**src/pkg/ocm_pkg.sv**
```systemverilog
// Purpose: shared constants and types for the converter output clocking control
// Assumes: 4-bit register addresses and 16-bit register words on the serial port
// Notes: counts in cycles of mclk (10 MHz)
package ocm_pkg;
   localparam int MCLK_HZ = 10_000_000;
   localparam int MCLK_NS = 1_000_000_000 / MCLK_HZ;

   // register addresses
   localparam logic [3:0] ADDR_OUTPUT_CONFIG = 4'h1;
   localparam logic [3:0] ADDR_INPUT_OFFSET = 4'h2;
   localparam logic [3:0] ADDR_FULL_SCALE = 4'h3;

   // power-on values of the write-only registers
   localparam logic [15:0] OUTPUT_CONFIG_RESET = 16'hB2FF;
   localparam logic [15:0] INPUT_OFFSET_RESET = 16'h0000;
   localparam logic [15:0] FULL_SCALE_RESET = 16'h8000;

   // output_config fields
   localparam int DDR_PHASE_BIT = 11;
   localparam int DDR_DISABLE_BIT = 10;
   localparam int OUTPUT_LEVEL_BIT = 9;
   localparam int LAUNCH_EDGE_BIT = 8;

   // adjust field of the offset and full-scale registers
   localparam int ADJ_LSB = 7;
   localparam int ADJ_MSB = 15;
   localparam int ADJ_W = ADJ_MSB - ADJ_LSB + 1;

   // serial frame: 12 header bits, 4 address bits, 16 data bits, msb first
   localparam logic [11:0] FRAME_HEADER = 12'h001;
   localparam logic [5:0] FRAME_BITS = 6'h20;
   localparam int FRAME_W = 32;

   localparam int WORD_W = 8;
   localparam int PIN_W = 11;

   typedef struct packed {
      logic over_range;
      logic [WORD_W-1:0] bus_d;
      logic [WORD_W-1:0] bus_dd;
   } ocm_word_t;

   // pins that arrive from outside the mclk domain
   typedef struct packed {
      logic power_down_pin;
      logic launch_edge_select_pin;
      logic launch_edge_float;
      logic output_swing_pin;
      logic range_or_ext_ctrl_pin;
      logic range_float;
      logic cal_wait_select;
      logic cal_request_pin;
      logic sclk;
      logic sdata;
      logic scs_n;
   } ocm_pins_t;

   typedef enum logic [1:0] {
      ST_POR_WAIT = 2'b00,
      ST_CAL_RUN = 2'b01,
      ST_ACTIVE = 2'b10,
      ST_POWER_DOWN = 2'b11
   } ocm_state_t;
endpackage

```
**src/core/ocm_pin_sync.sv**
```systemverilog
// Purpose: three-stage synchroniser with agreement filter for asynchronous pins
// Assumes: the filtered output moves only when stages two and three agree
// Notes: stage one feeds stage two only
`timescale 1ns/1ns
module ocm_pin_sync #(
   parameter int W = 1,
   parameter logic [W-1:0] INIT = '0
) (
   input wire logic mclk,
   input wire logic rst_n,
   input wire logic [W-1:0] pin_async,
   output logic [W-1:0] pin_level
);
   logic [W-1:0] stage1;
   logic [W-1:0] stage2;
   logic [W-1:0] stage3;

   always_ff @(posedge mclk or negedge rst_n) begin
      if (!rst_n) begin
         stage1 <= INIT;
         stage2 <= INIT;
         stage3 <= INIT;
      end else begin
         stage1 <= pin_async;
         stage2 <= stage1;
         stage3 <= stage2;
      end
   end

   always_ff @(posedge mclk or negedge rst_n) begin
      if (!rst_n) begin
         pin_level <= INIT;
      end else begin
         for (int i = 0; i < W; i++) begin
            if (stage2[i] == stage3[i]) begin
               pin_level[i] <= stage3[i];
            end
         end
      end
   end
endmodule // ocm_pin_sync

```
**src/core/ocm_output_ctrl.sv**
```systemverilog
// Purpose: output clocking, power-down, calibration sequencing and extended control
// Assumes: converter words arrive on mclk; all pins and the serial link are asynchronous
// Notes: the forwarded clock is built from mclk; one word pair per WORD_DIV cycles
`timescale 1ns/1ns
module ocm_output_ctrl
   import ocm_pkg::*;
#(
   parameter int WORD_DIV = 4,
   parameter int CAL_DLY_SHORT = 1024,
   parameter int CAL_DLY_LONG = 8192,
   parameter int CAL_CYCLES = 4096,
   parameter int CAL_LOW_MIN = 80,
   parameter int CAL_HIGH_MIN = 80,
   parameter int PIPE_WORDS = 14
) (
   input wire logic mclk,
   input wire logic nrst,
   input wire ocm_pins_t pins_async,
   input wire ocm_word_t conv_word,
   input wire logic conv_valid,
   output logic conv_ready,
   input wire logic out_ready,
   output ocm_word_t data_out,
   output logic data_oe,
   output logic forwarded_output_clock,
   output logic clock_oe,
   output logic pipeline_valid,
   output logic cal_running,
   output logic ext_mode,
   output logic ddr_active,
   output logic swing_normal,
   output logic fsr_normal,
   output logic [ADJ_W-1:0] full_scale_code,
   output logic [ADJ_W-1:0] offset_code
);
   localparam int HALF_DIV = WORD_DIV / 2;

   function automatic logic reached(input logic [31:0] cnt, input int lim);
      reached = (cnt >= 32'(lim - 1));
   endfunction

   logic rst_q1;
   logic rst_n;
   ocm_pins_t pins;
   ocm_state_t state;
   logic [31:0] wait_cnt;
   logic cal_wait_long;
   logic sclk_prev;
   logic [FRAME_W-1:0] shifter;
   logic [5:0] bit_cnt;
   logic [15:0] output_config;
   logic [15:0] input_offset_adjust;
   logic [15:0] full_scale_adjust;
   logic [31:0] req_cnt;
   logic req_armed;
   logic manual_cal;
   logic [31:0] div_cnt;
   logic launch_tick;
   logic mid_tick;
   logic launch_rising;
   logic ddr_phase90;
   logic [4:0] fresh_cnt;
   ocm_word_t buf_mem [2];
   logic buf_rd;
   logic buf_wr;
   logic [1:0] buf_count;
   logic next_rd;
   logic next_wr;
   logic [1:0] next_count;
   logic take_word;
   logic push;
   logic pop;

   // reset release through two flops
   always_ff @(posedge mclk or negedge nrst) begin
      if (!nrst) begin
         rst_q1 <= 1'b0;
         rst_n <= 1'b0;
      end else begin
         rst_q1 <= 1'b1;
         rst_n <= rst_q1;
      end
   end

   ocm_pin_sync #(
      .W(PIN_W),
      .INIT(11'h001)
   ) u_pin_sync (
      .mclk(mclk),
      .rst_n(rst_n),
      .pin_async(pins_async),
      .pin_level(pins)
   );

   // control mode and delay choice are sampled only before calibration starts
   always_ff @(posedge mclk or negedge rst_n) begin
      if (!rst_n) begin
         ext_mode <= 1'b1;
         cal_wait_long <= 1'b0;
      end else if (state == ST_POR_WAIT) begin
         ext_mode <= pins.range_float;
         cal_wait_long <= !pins.range_float && pins.cal_wait_select;
      end
   end

   // serial register writes, sampled on filtered sclk rising edges
   always_ff @(posedge mclk or negedge rst_n) begin
      if (!rst_n) begin
         sclk_prev <= 1'b0;
         shifter <= '0;
         bit_cnt <= '0;
      end else begin
         sclk_prev <= pins.sclk;
         if (pins.scs_n || !ext_mode) begin
            bit_cnt <= '0;
         end else if (pins.sclk && !sclk_prev) begin
            shifter <= {shifter[FRAME_W-2:0], pins.sdata};
            bit_cnt <= (bit_cnt == FRAME_BITS) ? 6'h01 : bit_cnt + 6'h01;
         end
      end
   end

   // power-on values come from the internal reset
   always_ff @(posedge mclk or negedge rst_n) begin
      if (!rst_n) begin
         output_config <= OUTPUT_CONFIG_RESET;
         input_offset_adjust <= INPUT_OFFSET_RESET;
         full_scale_adjust <= FULL_SCALE_RESET;
      end else if (bit_cnt == FRAME_BITS && pins.sclk == sclk_prev
                   && shifter[31:20] == FRAME_HEADER) begin
         if (shifter[19:16] == ADDR_OUTPUT_CONFIG) begin
            output_config <= shifter[15:0];
         end else if (shifter[19:16] == ADDR_INPUT_OFFSET) begin
            input_offset_adjust <= shifter[15:0];
         end else if (shifter[19:16] == ADDR_FULL_SCALE) begin
            full_scale_adjust <= shifter[15:0];
         end
      end
   end

   // manual calibration request: low for CAL_LOW_MIN then high for CAL_HIGH_MIN
   always_ff @(posedge mclk or negedge rst_n) begin
      if (!rst_n) begin
         req_cnt <= '0;
         req_armed <= 1'b0;
         manual_cal <= 1'b0;
      end else if (state != ST_ACTIVE) begin
         req_cnt <= '0;
         req_armed <= 1'b0;
         manual_cal <= 1'b0;
      end else if (!pins.cal_request_pin) begin
         manual_cal <= 1'b0;
         if (req_armed && req_cnt != '0 && !reached(req_cnt, CAL_HIGH_MIN)) begin
            req_armed <= 1'b0;
            req_cnt <= '0;
         end else if (!req_armed && reached(req_cnt, CAL_LOW_MIN)) begin
            req_armed <= 1'b1;
            req_cnt <= '0;
         end else if (!req_armed) begin
            req_cnt <= req_cnt + 32'h1;
         end
      end else if (req_armed) begin
         if (reached(req_cnt, CAL_HIGH_MIN)) begin
            manual_cal <= 1'b1;
            req_armed <= 1'b0;
            req_cnt <= '0;
         end else begin
            req_cnt <= req_cnt + 32'h1;
         end
      end else begin
         req_cnt <= '0;
         manual_cal <= 1'b0;
      end
   end

   // calibration and power state sequence
   always_ff @(posedge mclk or negedge rst_n) begin
      if (!rst_n) begin
         state <= ST_POR_WAIT;
         wait_cnt <= '0;
      end else begin
         case (state)
            ST_POR_WAIT: begin
               if (pins.power_down_pin) begin
                  wait_cnt <= '0;
               end else if (reached(wait_cnt, cal_wait_long ? CAL_DLY_LONG
                                              : CAL_DLY_SHORT)) begin
                  state <= ST_CAL_RUN;
                  wait_cnt <= '0;
               end else begin
                  wait_cnt <= wait_cnt + 32'h1;
               end
            end
            ST_CAL_RUN: begin
               if (reached(wait_cnt, CAL_CYCLES)) begin
                  state <= pins.power_down_pin ? ST_POWER_DOWN : ST_ACTIVE;
                  wait_cnt <= '0;
               end else begin
                  wait_cnt <= wait_cnt + 32'h1;
               end
            end
            ST_ACTIVE: begin
               wait_cnt <= '0;
               if (pins.power_down_pin) begin
                  state <= ST_POWER_DOWN;
               end else if (manual_cal) begin
                  state <= ST_CAL_RUN;
               end
            end
            ST_POWER_DOWN: begin
               wait_cnt <= '0;
               if (!pins.power_down_pin) begin
                  state <= ST_ACTIVE;
               end
            end
            default: begin
               state <= ST_POR_WAIT;
            end
         endcase
      end
   end

   // effective output settings
   always_ff @(posedge mclk or negedge rst_n) begin
      if (!rst_n) begin
         ddr_active <= 1'b1;
         launch_rising <= 1'b0;
         ddr_phase90 <= 1'b0;
         swing_normal <= 1'b1;
         fsr_normal <= 1'b1;
         full_scale_code <= '0;
         offset_code <= '0;
      end else if (ext_mode) begin
         ddr_active <= !output_config[DDR_DISABLE_BIT];
         launch_rising <= output_config[LAUNCH_EDGE_BIT];
         ddr_phase90 <= output_config[DDR_PHASE_BIT];
         swing_normal <= output_config[OUTPUT_LEVEL_BIT];
         fsr_normal <= 1'b1;
         full_scale_code <= full_scale_adjust[ADJ_MSB:ADJ_LSB];
         offset_code <= input_offset_adjust[ADJ_MSB:ADJ_LSB];
      end else begin
         ddr_active <= pins.launch_edge_float;
         launch_rising <= pins.launch_edge_select_pin;
         ddr_phase90 <= 1'b0;
         swing_normal <= pins.output_swing_pin;
         fsr_normal <= pins.range_or_ext_ctrl_pin;
         full_scale_code <= '0;
         offset_code <= '0;
      end
   end

   // word timing: launch at count zero, mid point half a word later
   always_ff @(posedge mclk or negedge rst_n) begin
      if (!rst_n) begin
         div_cnt <= '0;
      end else if (state != ST_ACTIVE) begin
         div_cnt <= '0;
      end else begin
         div_cnt <= reached(div_cnt, WORD_DIV) ? '0 : div_cnt + 32'h1;
      end
   end

   assign launch_tick = (state == ST_ACTIVE) && (div_cnt == '0);
   assign mid_tick = (state == ST_ACTIVE) && (div_cnt == 32'(HALF_DIV));

   // forwarded clock: clocks are halted during calibration
   always_ff @(posedge mclk or negedge rst_n) begin
      if (!rst_n) begin
         forwarded_output_clock <= 1'b0;
      end else if (ddr_active) begin
         if (ddr_phase90 ? mid_tick : launch_tick) begin
            forwarded_output_clock <= !forwarded_output_clock;
         end
      end else if (launch_tick) begin
         forwarded_output_clock <= launch_rising;
      end else if (mid_tick) begin
         forwarded_output_clock <= !launch_rising;
      end
   end

   // pins float in power-down and before the first calibration starts
   always_ff @(posedge mclk or negedge rst_n) begin
      if (!rst_n) begin
         data_oe <= 1'b0;
         clock_oe <= 1'b0;
         cal_running <= 1'b0;
      end else begin
         cal_running <= (state == ST_CAL_RUN);
         data_oe <= (state == ST_ACTIVE) || (state == ST_CAL_RUN);
         clock_oe <= (state == ST_ACTIVE) || (state == ST_CAL_RUN);
      end
   end

   // two-entry buffer between converter and launch register
   assign take_word = launch_tick && out_ready;
   assign push = conv_valid && conv_ready;
   assign pop = take_word && (buf_count != 2'h0);

   always_comb begin
      next_wr = push ? !buf_wr : buf_wr;
      next_rd = pop ? !buf_rd : buf_rd;
      next_count = buf_count;
      if (push && !pop) begin
         next_count = buf_count + 2'h1;
      end else if (pop && !push) begin
         next_count = buf_count - 2'h1;
      end
   end

   always_ff @(posedge mclk or negedge rst_n) begin
      if (!rst_n) begin
         buf_wr <= 1'b0;
         buf_rd <= 1'b0;
         buf_count <= 2'h0;
         conv_ready <= 1'b0;
      end else begin
         buf_wr <= next_wr;
         buf_rd <= next_rd;
         buf_count <= next_count;
         conv_ready <= (next_count != 2'h2);
      end
   end

   always_ff @(posedge mclk) begin
      if (push) begin
         buf_mem[buf_wr] <= conv_word;
      end
   end

   // launch register and refill tracking
   always_ff @(posedge mclk or negedge rst_n) begin
      if (!rst_n) begin
         data_out <= '0;
         fresh_cnt <= '0;
         pipeline_valid <= 1'b0;
      end else if (state != ST_ACTIVE) begin
         fresh_cnt <= '0;
         pipeline_valid <= 1'b0;
      end else if (pop) begin
         data_out <= buf_mem[buf_rd];
         if (fresh_cnt == 5'(PIPE_WORDS)) begin
            pipeline_valid <= 1'b1;
         end else begin
            fresh_cnt <= fresh_cnt + 5'h01;
         end
      end
   end
endmodule // ocm_output_ctrl

```
**config.mk**
```make
export PLATFORM = sky130hd
export DESIGN_NAME = ocm_output_ctrl
export DESIGN_NICKNAME = d
export VERILOG_FILES = /design/src/pkg/ocm_pkg.sv /design/src/core/ocm_pin_sync.sv /design/src/core/ocm_output_ctrl.sv
export SDC_FILE = /design/constraint.sdc
export NUM_CORES = 1
export LEC_CHECK = 0
export BUFFER_PORTS_ARGS = -buffer_cell sky130_fd_sc_hd__buf_2
export CAP_MARGIN = 20
export CELL_PAD_IN_SITES_DETAIL_PLACEMENT = 0
export CELL_PAD_IN_SITES_GLOBAL_PLACEMENT = 1
export CORE_ASPECT_RATIO = 0.7
export CORE_UTILIZATION = 50
export DETAILED_ROUTE_END_ITERATION = 10
export GPL_TIMING_DRIVEN = 0
export PLACE_DENSITY_LB_ADDON = 0.1
export SLEW_MARGIN = 10
export SYNTH_ARGS = -nofsm -noshare
export SYNTH_HDL_FRONTEND = slang
export SYNTH_HIERARCHICAL = 1
export SYNTH_SLANG_ARGS = --single-unit
```
**constraint.sdc**
```tcl
create_clock -name mclk -period 8.52 [get_ports mclk]
set_input_delay 0.426 -clock mclk [delete_from_list [all_inputs] [get_ports mclk]]
set_output_delay 0.426 -clock mclk [all_outputs]
set_load 0.005 [all_outputs]
```
# After elaboration in Yosys (flattened, before gate mapping)
# Memories as Yosys holds them, arrays and structs flattened. A register that Yosys moved wholly into a read port is not among the register bits.
# Cells that the tools add are included.
# classes
add_sub_neg,8
eq_ne,33
n_lt_le_gt_ge,4
mux,57
n_bitwise,4
n_reduce_logical,48
# op_table
cell,count
$mux W32,12
$add A32 B1 Y32 const B,3
$pmux W32 S3,1
$eq A32 B2 Y1 const B,1
$ge A32 B12 Y1 const B,1
$ge A32 B2 Y1 const B,1
$ge A32 B32 Y1,1
$ge A32 B7 Y1 const B,1
$logic_not A32 Y1,1
$reduce_bool A32 Y1,1
$mux W1,26
$mux W6,3
$mux W9,2
$mux W2,8
$mux W5,3
$sub A14 B1 Y15 const B,1
$logic_and A1 B1 Y1,14
$mux W14,1
$logic_not A1 Y1,13
$eq A1 B1 Y1,12
$eq A12 B1 Y1 const B,1
$ne A2 B2 Y1 const B,6
$reduce_and A2 Y1,6
$eq A4 B2 Y1 const B,2
other kinds (24),33
# word_totals
input_bits,32
word_cells,201
ramBits,34
regBits,268
memories,1
out_inout_bits,45
# mem_list
memory,depth,width,read_ports,rd_clocked_by_memory_dff,write_ports,line,source
buf_mem,2,17,1,1,1,ocm_output_ctrl.sv:63,ocm_word_t buf_mem [2];

# Logic depth before layout (Yosys ltp)
# logic_depth
depth_word,8
depth_mapped,9
depth_no_buf,8

# Modules after synthesis
# The synthesis kept the hierarchy.
# modules_own_cells
module,seq_area_each_um2,n_inst,cells_per_inst,area_per_inst_um2
ocm_output_ctrl,6508.7,1,704,9606.7
ocm_pin_sync,1106.1,1,55,1229.9

# Worst setup path before layout
# No wires, ideal clock.
# synth_path
path_type,reg2reg
from,reg req_cnt[0]
to,reg req_cnt[5]
n_path_buf,1
path_slack_ns,6.361
stages_incl_launch_ff,8
synth_period_minus_slack_ns,2.159
t_arrival_ns,2.033
cell_sequence,dfrtp_1 -> ha_1 -> a311o_1 -> and2_1 -> nor3_2 -> a21oi_1 -> clkbuf_1 -> a221o_1
# synth_via
elab_chain_cells,6
elab_cells_between_ends,15
cone_classes,add/sub (1); order compare (1); eq/ne (1); mux (7); reduce/logical (5)
# synth_rtl
item,line,source
start: declaration,ocm_output_ctrl.sv:54,logic [31:0] req_cnt;
start signal: assignment,ocm_output_ctrl.sv:160,req_cnt <= req_cnt + 32'h1;
start signal: assignment,ocm_output_ctrl.sv:168,req_cnt <= req_cnt + 32'h1;
"$add A32 B1 Y32, or another cell as far along","ocm_output_ctrl.sv:160, ocm_output_ctrl.sv:168",
"$mux W32, or another cell as far along",ocm_output_ctrl.sv:159,end else if (!req_armed) begin
$mux W32 / $logic_and A1 B1 Y1 (equally long branches),"ocm_output_ctrl.sv:156, ocm_output_ctrl.sv:153",
$mux W32,ocm_output_ctrl.sv:153,"if (req_armed && req_cnt != '0 && !reached(req_cnt, CAL_HIGH_MIN)) begin"
$mux W32,ocm_output_ctrl.sv:151,end else if (!pins.cal_request_pin) begin
$mux W32,ocm_output_ctrl.sv:147,end else if (state != ST_ACTIVE) begin
# Parallel ways exist; a longest one is shown, timed or not. The select of a mux whose other input is x is not followed.
# A chain may end at the register's enable or synchronous reset.

# Worst setup path in the final report
# layout_path
from,reg state[0]
to,reg data_out[11] in the netlist's numbering
# layout_via
elab_chain_cells,5
elab_cells_between_ends,7
cone_classes,eq/ne (2); bitwise (1); reduce/logical (4)
# layout_rtl
item,line,source
start: declaration,ocm_output_ctrl.sv:45,ocm_state_t state;
start signal: assignment,ocm_output_ctrl.sv:196,state <= pins.power_down_pin ? ST_POWER_DOWN : ST_ACTIVE;
$eq A2 B2 Y1,ocm_output_ctrl.sv:263,assign launch_tick = (state == ST_ACTIVE) && (div_cnt == '0);
$logic_and A1 B1 Y1,ocm_output_ctrl.sv:263,
$logic_and A1 B1 Y1,ocm_output_ctrl.sv:295,assign take_word = launch_tick && out_ready;
$logic_and A1 B1 Y1,ocm_output_ctrl.sv:297,assign pop = take_word && (buf_count != 2'h0);
$reduce_and A2 Y1 (no line) (*),--,
end signal: assignment,ocm_output_ctrl.sv:340,data_out <= buf_mem[buf_rd];
end: declaration,ocm_output_ctrl.sv:23,"output ocm_word_t data_out,"
# Every way passes the cells marked *; elsewhere a longest branch is shown, timed or not.

==> results.rst <==
.. list-table::
   :header-rows: 1

   * - Metric
     - Value
   * - Die Ht
     - 125 um
   * - DRC
     - 0
   * - Detailed-routing iteration count for the pre-antenna-repair pass
     - 4
   * - Arrival time at the worst endpoint
     - 3.18 ns
   * - First-pass GRT wire length
     - 31500 um
   * - Port Buffers
     - 76
   * - CTS buffer count
     - 28
   * - Main flop type after synthesis
     - sky130_fd_sc_hd__dfrtp_1
   * - Synthesis-to-layout area growth
     - 19.3%
   * - Worst VDD drop
     - 0.156 mV
   * - Detailed-placement wirelength estimate
     - 12600 um
   * - Final #Nets
     - 980
   * - Number of antenna-violating nets in the routed design
     - 0
   * - Top cell type by total area after synthesis
     - sky130_fd_sc_hd__dfrtp_1
   * - Hold crit path type
     - input port to register
   * - Endpoint required time on the critical path
     - 8.91 ns
   * - CTS Buffer Depth
     - 3
   * - Total power divided by cell area
     - 245 nW/um^2
   * - Minimum clock period after layout
     - 2.80 ns
   * - Endpoints failing hold
     - 0
   * - #FFs+latches synth
     - 297
   * - Width of the die
     - 178 um
   * - Final slew viol count
     - 0
   * - Top-level port count
     - 77
   * - Synthesized area per cell
     - 14.3 sq um
   * - Routed len/inst
     - 15.3 um
   * - CTS tree
     - built
   * - Number of antenna repair diodes
     - 0
   * - Crit share post-route
     - 32.8%
   * - Total length of routed wires
     - 18700 um
   * - Worst slew margin
     - 40.0%
   * - Post-synthesis sequential area ratio
     - 70.3%
   * - 1st-iter DRT viols
     - 302
   * - Number of core rows
     - 44
   * - Congestion Overflow GR
     - 0
   * - Layout cell share with drive strength beyond 1
     - 23.2%
   * - Initial core utilization
     - 51.7%
   * - Pin count of the biggest net entering global routing
     - 70
   * - Maxcap violations
     - 0
   * - CTS clock-pin slew for the worst setup and hold paths
     - 0.06 ns
   * - Number of vias after detailed routing
     - 6173
   * - Final total power
     - 3.17 mW
   * - Status
     - complete, no violations
   * - Static Leakage
     - 6.05 nW
   * - Count of distinct cell types in the synthesized netlist
     - 57
   * - Post-cts hold buffer count
     - 11
   * - Cts repair resizes
     - 0
   * - Asr flop ratio synth
     - 88.6%
   * - Maximum fanout encountered on the critical timing path
     - 10
   * - Fraction of post-synthesis cell area in the top cell type by area
     - 58.4%
   * - Clock root cell
     - sky130_fd_sc_hd__clkbuf_16
   * - Post-synthesis cell area
     - 10800 sq um
   * - Crit. End Element
     - register
   * - Startpoint type of the worst setup path
     - register
   * - Buffer count from post-CTS setup fixing
     - 0
   * - Die Outline Area
     - 22300 sq um
   * - Number of synthesized flops with an enable pin
     - 34
   * - Unrepaired setup endpoints after global routing
     - no
   * - Most instantiated cells after synthesis
     - sky130_fd_sc_hd__dfrtp_1, sky130_fd_sc_hd__mux2_2, sky130_fd_sc_hd__and2_1, sky130_fd_sc_hd__nor2_1, sky130_fd_sc_hd__nand2_1
   * - Number of global-route vias before repair
     - 6362
   * - Highest achievable clock rate
     - 357 MHz
   * - Clk_lat worst skew
     - 0.53 ns
   * - Number of setup violations in the final report
     - 0
   * - Final estimated routing congestion in global placement
     - 0.801
   * - Final Hold Slack
     - 0.0269 ns
   * - Floorplan core area
     - 21000 sq um
   * - Leading post-synthesis cells by cell area
     - sky130_fd_sc_hd__dfrtp_1, sky130_fd_sc_hd__edfxtp_1, sky130_fd_sc_hd__mux2_2
   * - Worst-Margin Slew
     - 0.900 ns
   * - Deepest level of the CTS H-tree
     - 1
   * - Leading cell type by number of instances after synthesis
     - sky130_fd_sc_hd__dfrtp_1
   * - Total global-route track usage
     - 17.6%
   * - Sinks on Clock Net
     - 297
   * - Initial antenna violation count
     - 0
   * - Gate Count Post-Synth
     - 759
   * - Filler cell count
     - 1616
   * - YS warnings
     - 6
   * - Final total negative setup slack
     - 0 ns
   * - Kind of critical path
     - register to register
   * - Worst-case clock skew
     - 0.00884 ns
   * - Ratio of routed vias to standard cells
     - 5.04
## placed cells by master (no fill, tap or decap), drive strengths merged, types with 28 or more instances in the layout
cell type    n
mux2        58
clkbuf      60
o21ai       28
nand2       38
conb        49
nor2        44
edfxtp      34
dfrtp      253
and2        45
buf         86
## cell type report
| type | count | area, sq um | area share [%] |
|---|---|---|---|
| well taps | 276 | 345 | 2.67 |
| plain buffers | 21 | 87.6 | 0.677 |
| multi-input cells | 468 | 3240 | 25.0 |
| clock inverters | 8 | 67.6 | 0.522 |
| flip-flops and latches | 297 | 7620 | 58.9 |
| repair buffers | 92 | 616 | 4.76 |
| clock buffers | 44 | 883 | 6.83 |
| inverters | 20 | 75.1 | 0.581 |
## layer usage
metal  share of wire, %  global-route usage, %  vias up
li1                   -                      -     2944
met1                 46                   25.1     3096
met2                 48                   28.1       98
met3                3.9                   3.16       35
met4                2.1                   4.52        0
met5                  0                      0        -
## path summary, 6_finish.rpt
kind	slack (ns)	from	end	cells past startpoint
worst max-delay path	5.72	state[0]	data_out[11]	9
worst min-delay path	0.03	pins_async[10]	u_pin_sync/stage1[10]	1
worst max register to register	5.72	state[0]	data_out[11]	9
worst min register to register	0.32	rst_n	u_pin_sync/stage1[5]	0
max in group asynchronous	6.82	rst_n	u_pin_sync/stage1[0]	3
min in group asynchronous	0.21	nrst	rst_q1	2
## flip-flops by register name (all words and copies together), names as in the netlist, 9 cells and up
signal,flops
u_pin_sync/stage3,11
offset_code,9
shifter,32
u_pin_sync/pin_level,11
data_out,17
u_pin_sync/stage2,11
full_scale_adjust,9
input_offset_adjust,9
wait_cnt,32
u_pin_sync/stage1,11
buf_mem,34
req_cnt,32
full_scale_code,9
div_cnt,32
## where the power goes
group | internal, mW | switching, mW
sequential | 1.55 | 0.0528
combinational | 0.131 | 0.188
clock | 0.740 | 0.504
## through the flow
stage	setup WS, ns	cells	cell area (sq um)	util, %
floorplan	0.665	806	11000	-
global route	5.42	1226	12900	61.7
finish	5.72	1226	12900	61.7
detailed placement	5.77	1163	11900	56.6
global placement	-1.53	1158	11700	56.0
CTS	5.63	1226	12900	61.7
## worst max-delay path: stages (launching register included)
cell and delay [ns]:
sky130_fd_sc_hd__dfrtp_1 0.42, sky130_fd_sc_hd__inv_1 0.15, sky130_fd_sc_hd__ha_1 0.40, sky130_fd_sc_hd__nor4b_1 0.42, sky130_fd_sc_hd__and4_1 0.27, sky130_fd_sc_hd__nand3_1 0.17, sky130_fd_sc_hd__clkbuf_1 0.28, sky130_fd_sc_hd__clkbuf_1 0.32
sky130_fd_sc_hd__nand2_1 0.13, sky130_fd_sc_hd__o21ai_0 0.09
## kinds of logic (layout without fill, tap and decap cells)
kind of cell    count (synthesis)  after routing  synth area share (%)
buf+inv                        41            185                  1.50
mux                            78             78                  7.87
simple gates                  220            220                  11.3
flops                         297            297                  70.3
other cells                     2             49                0.0693
fa+ha+maj                      31             31                  3.45
compound gates                 71             71                  4.02
xor+xnor                       19             19                  1.54
(Power assumes the default switching activity.)
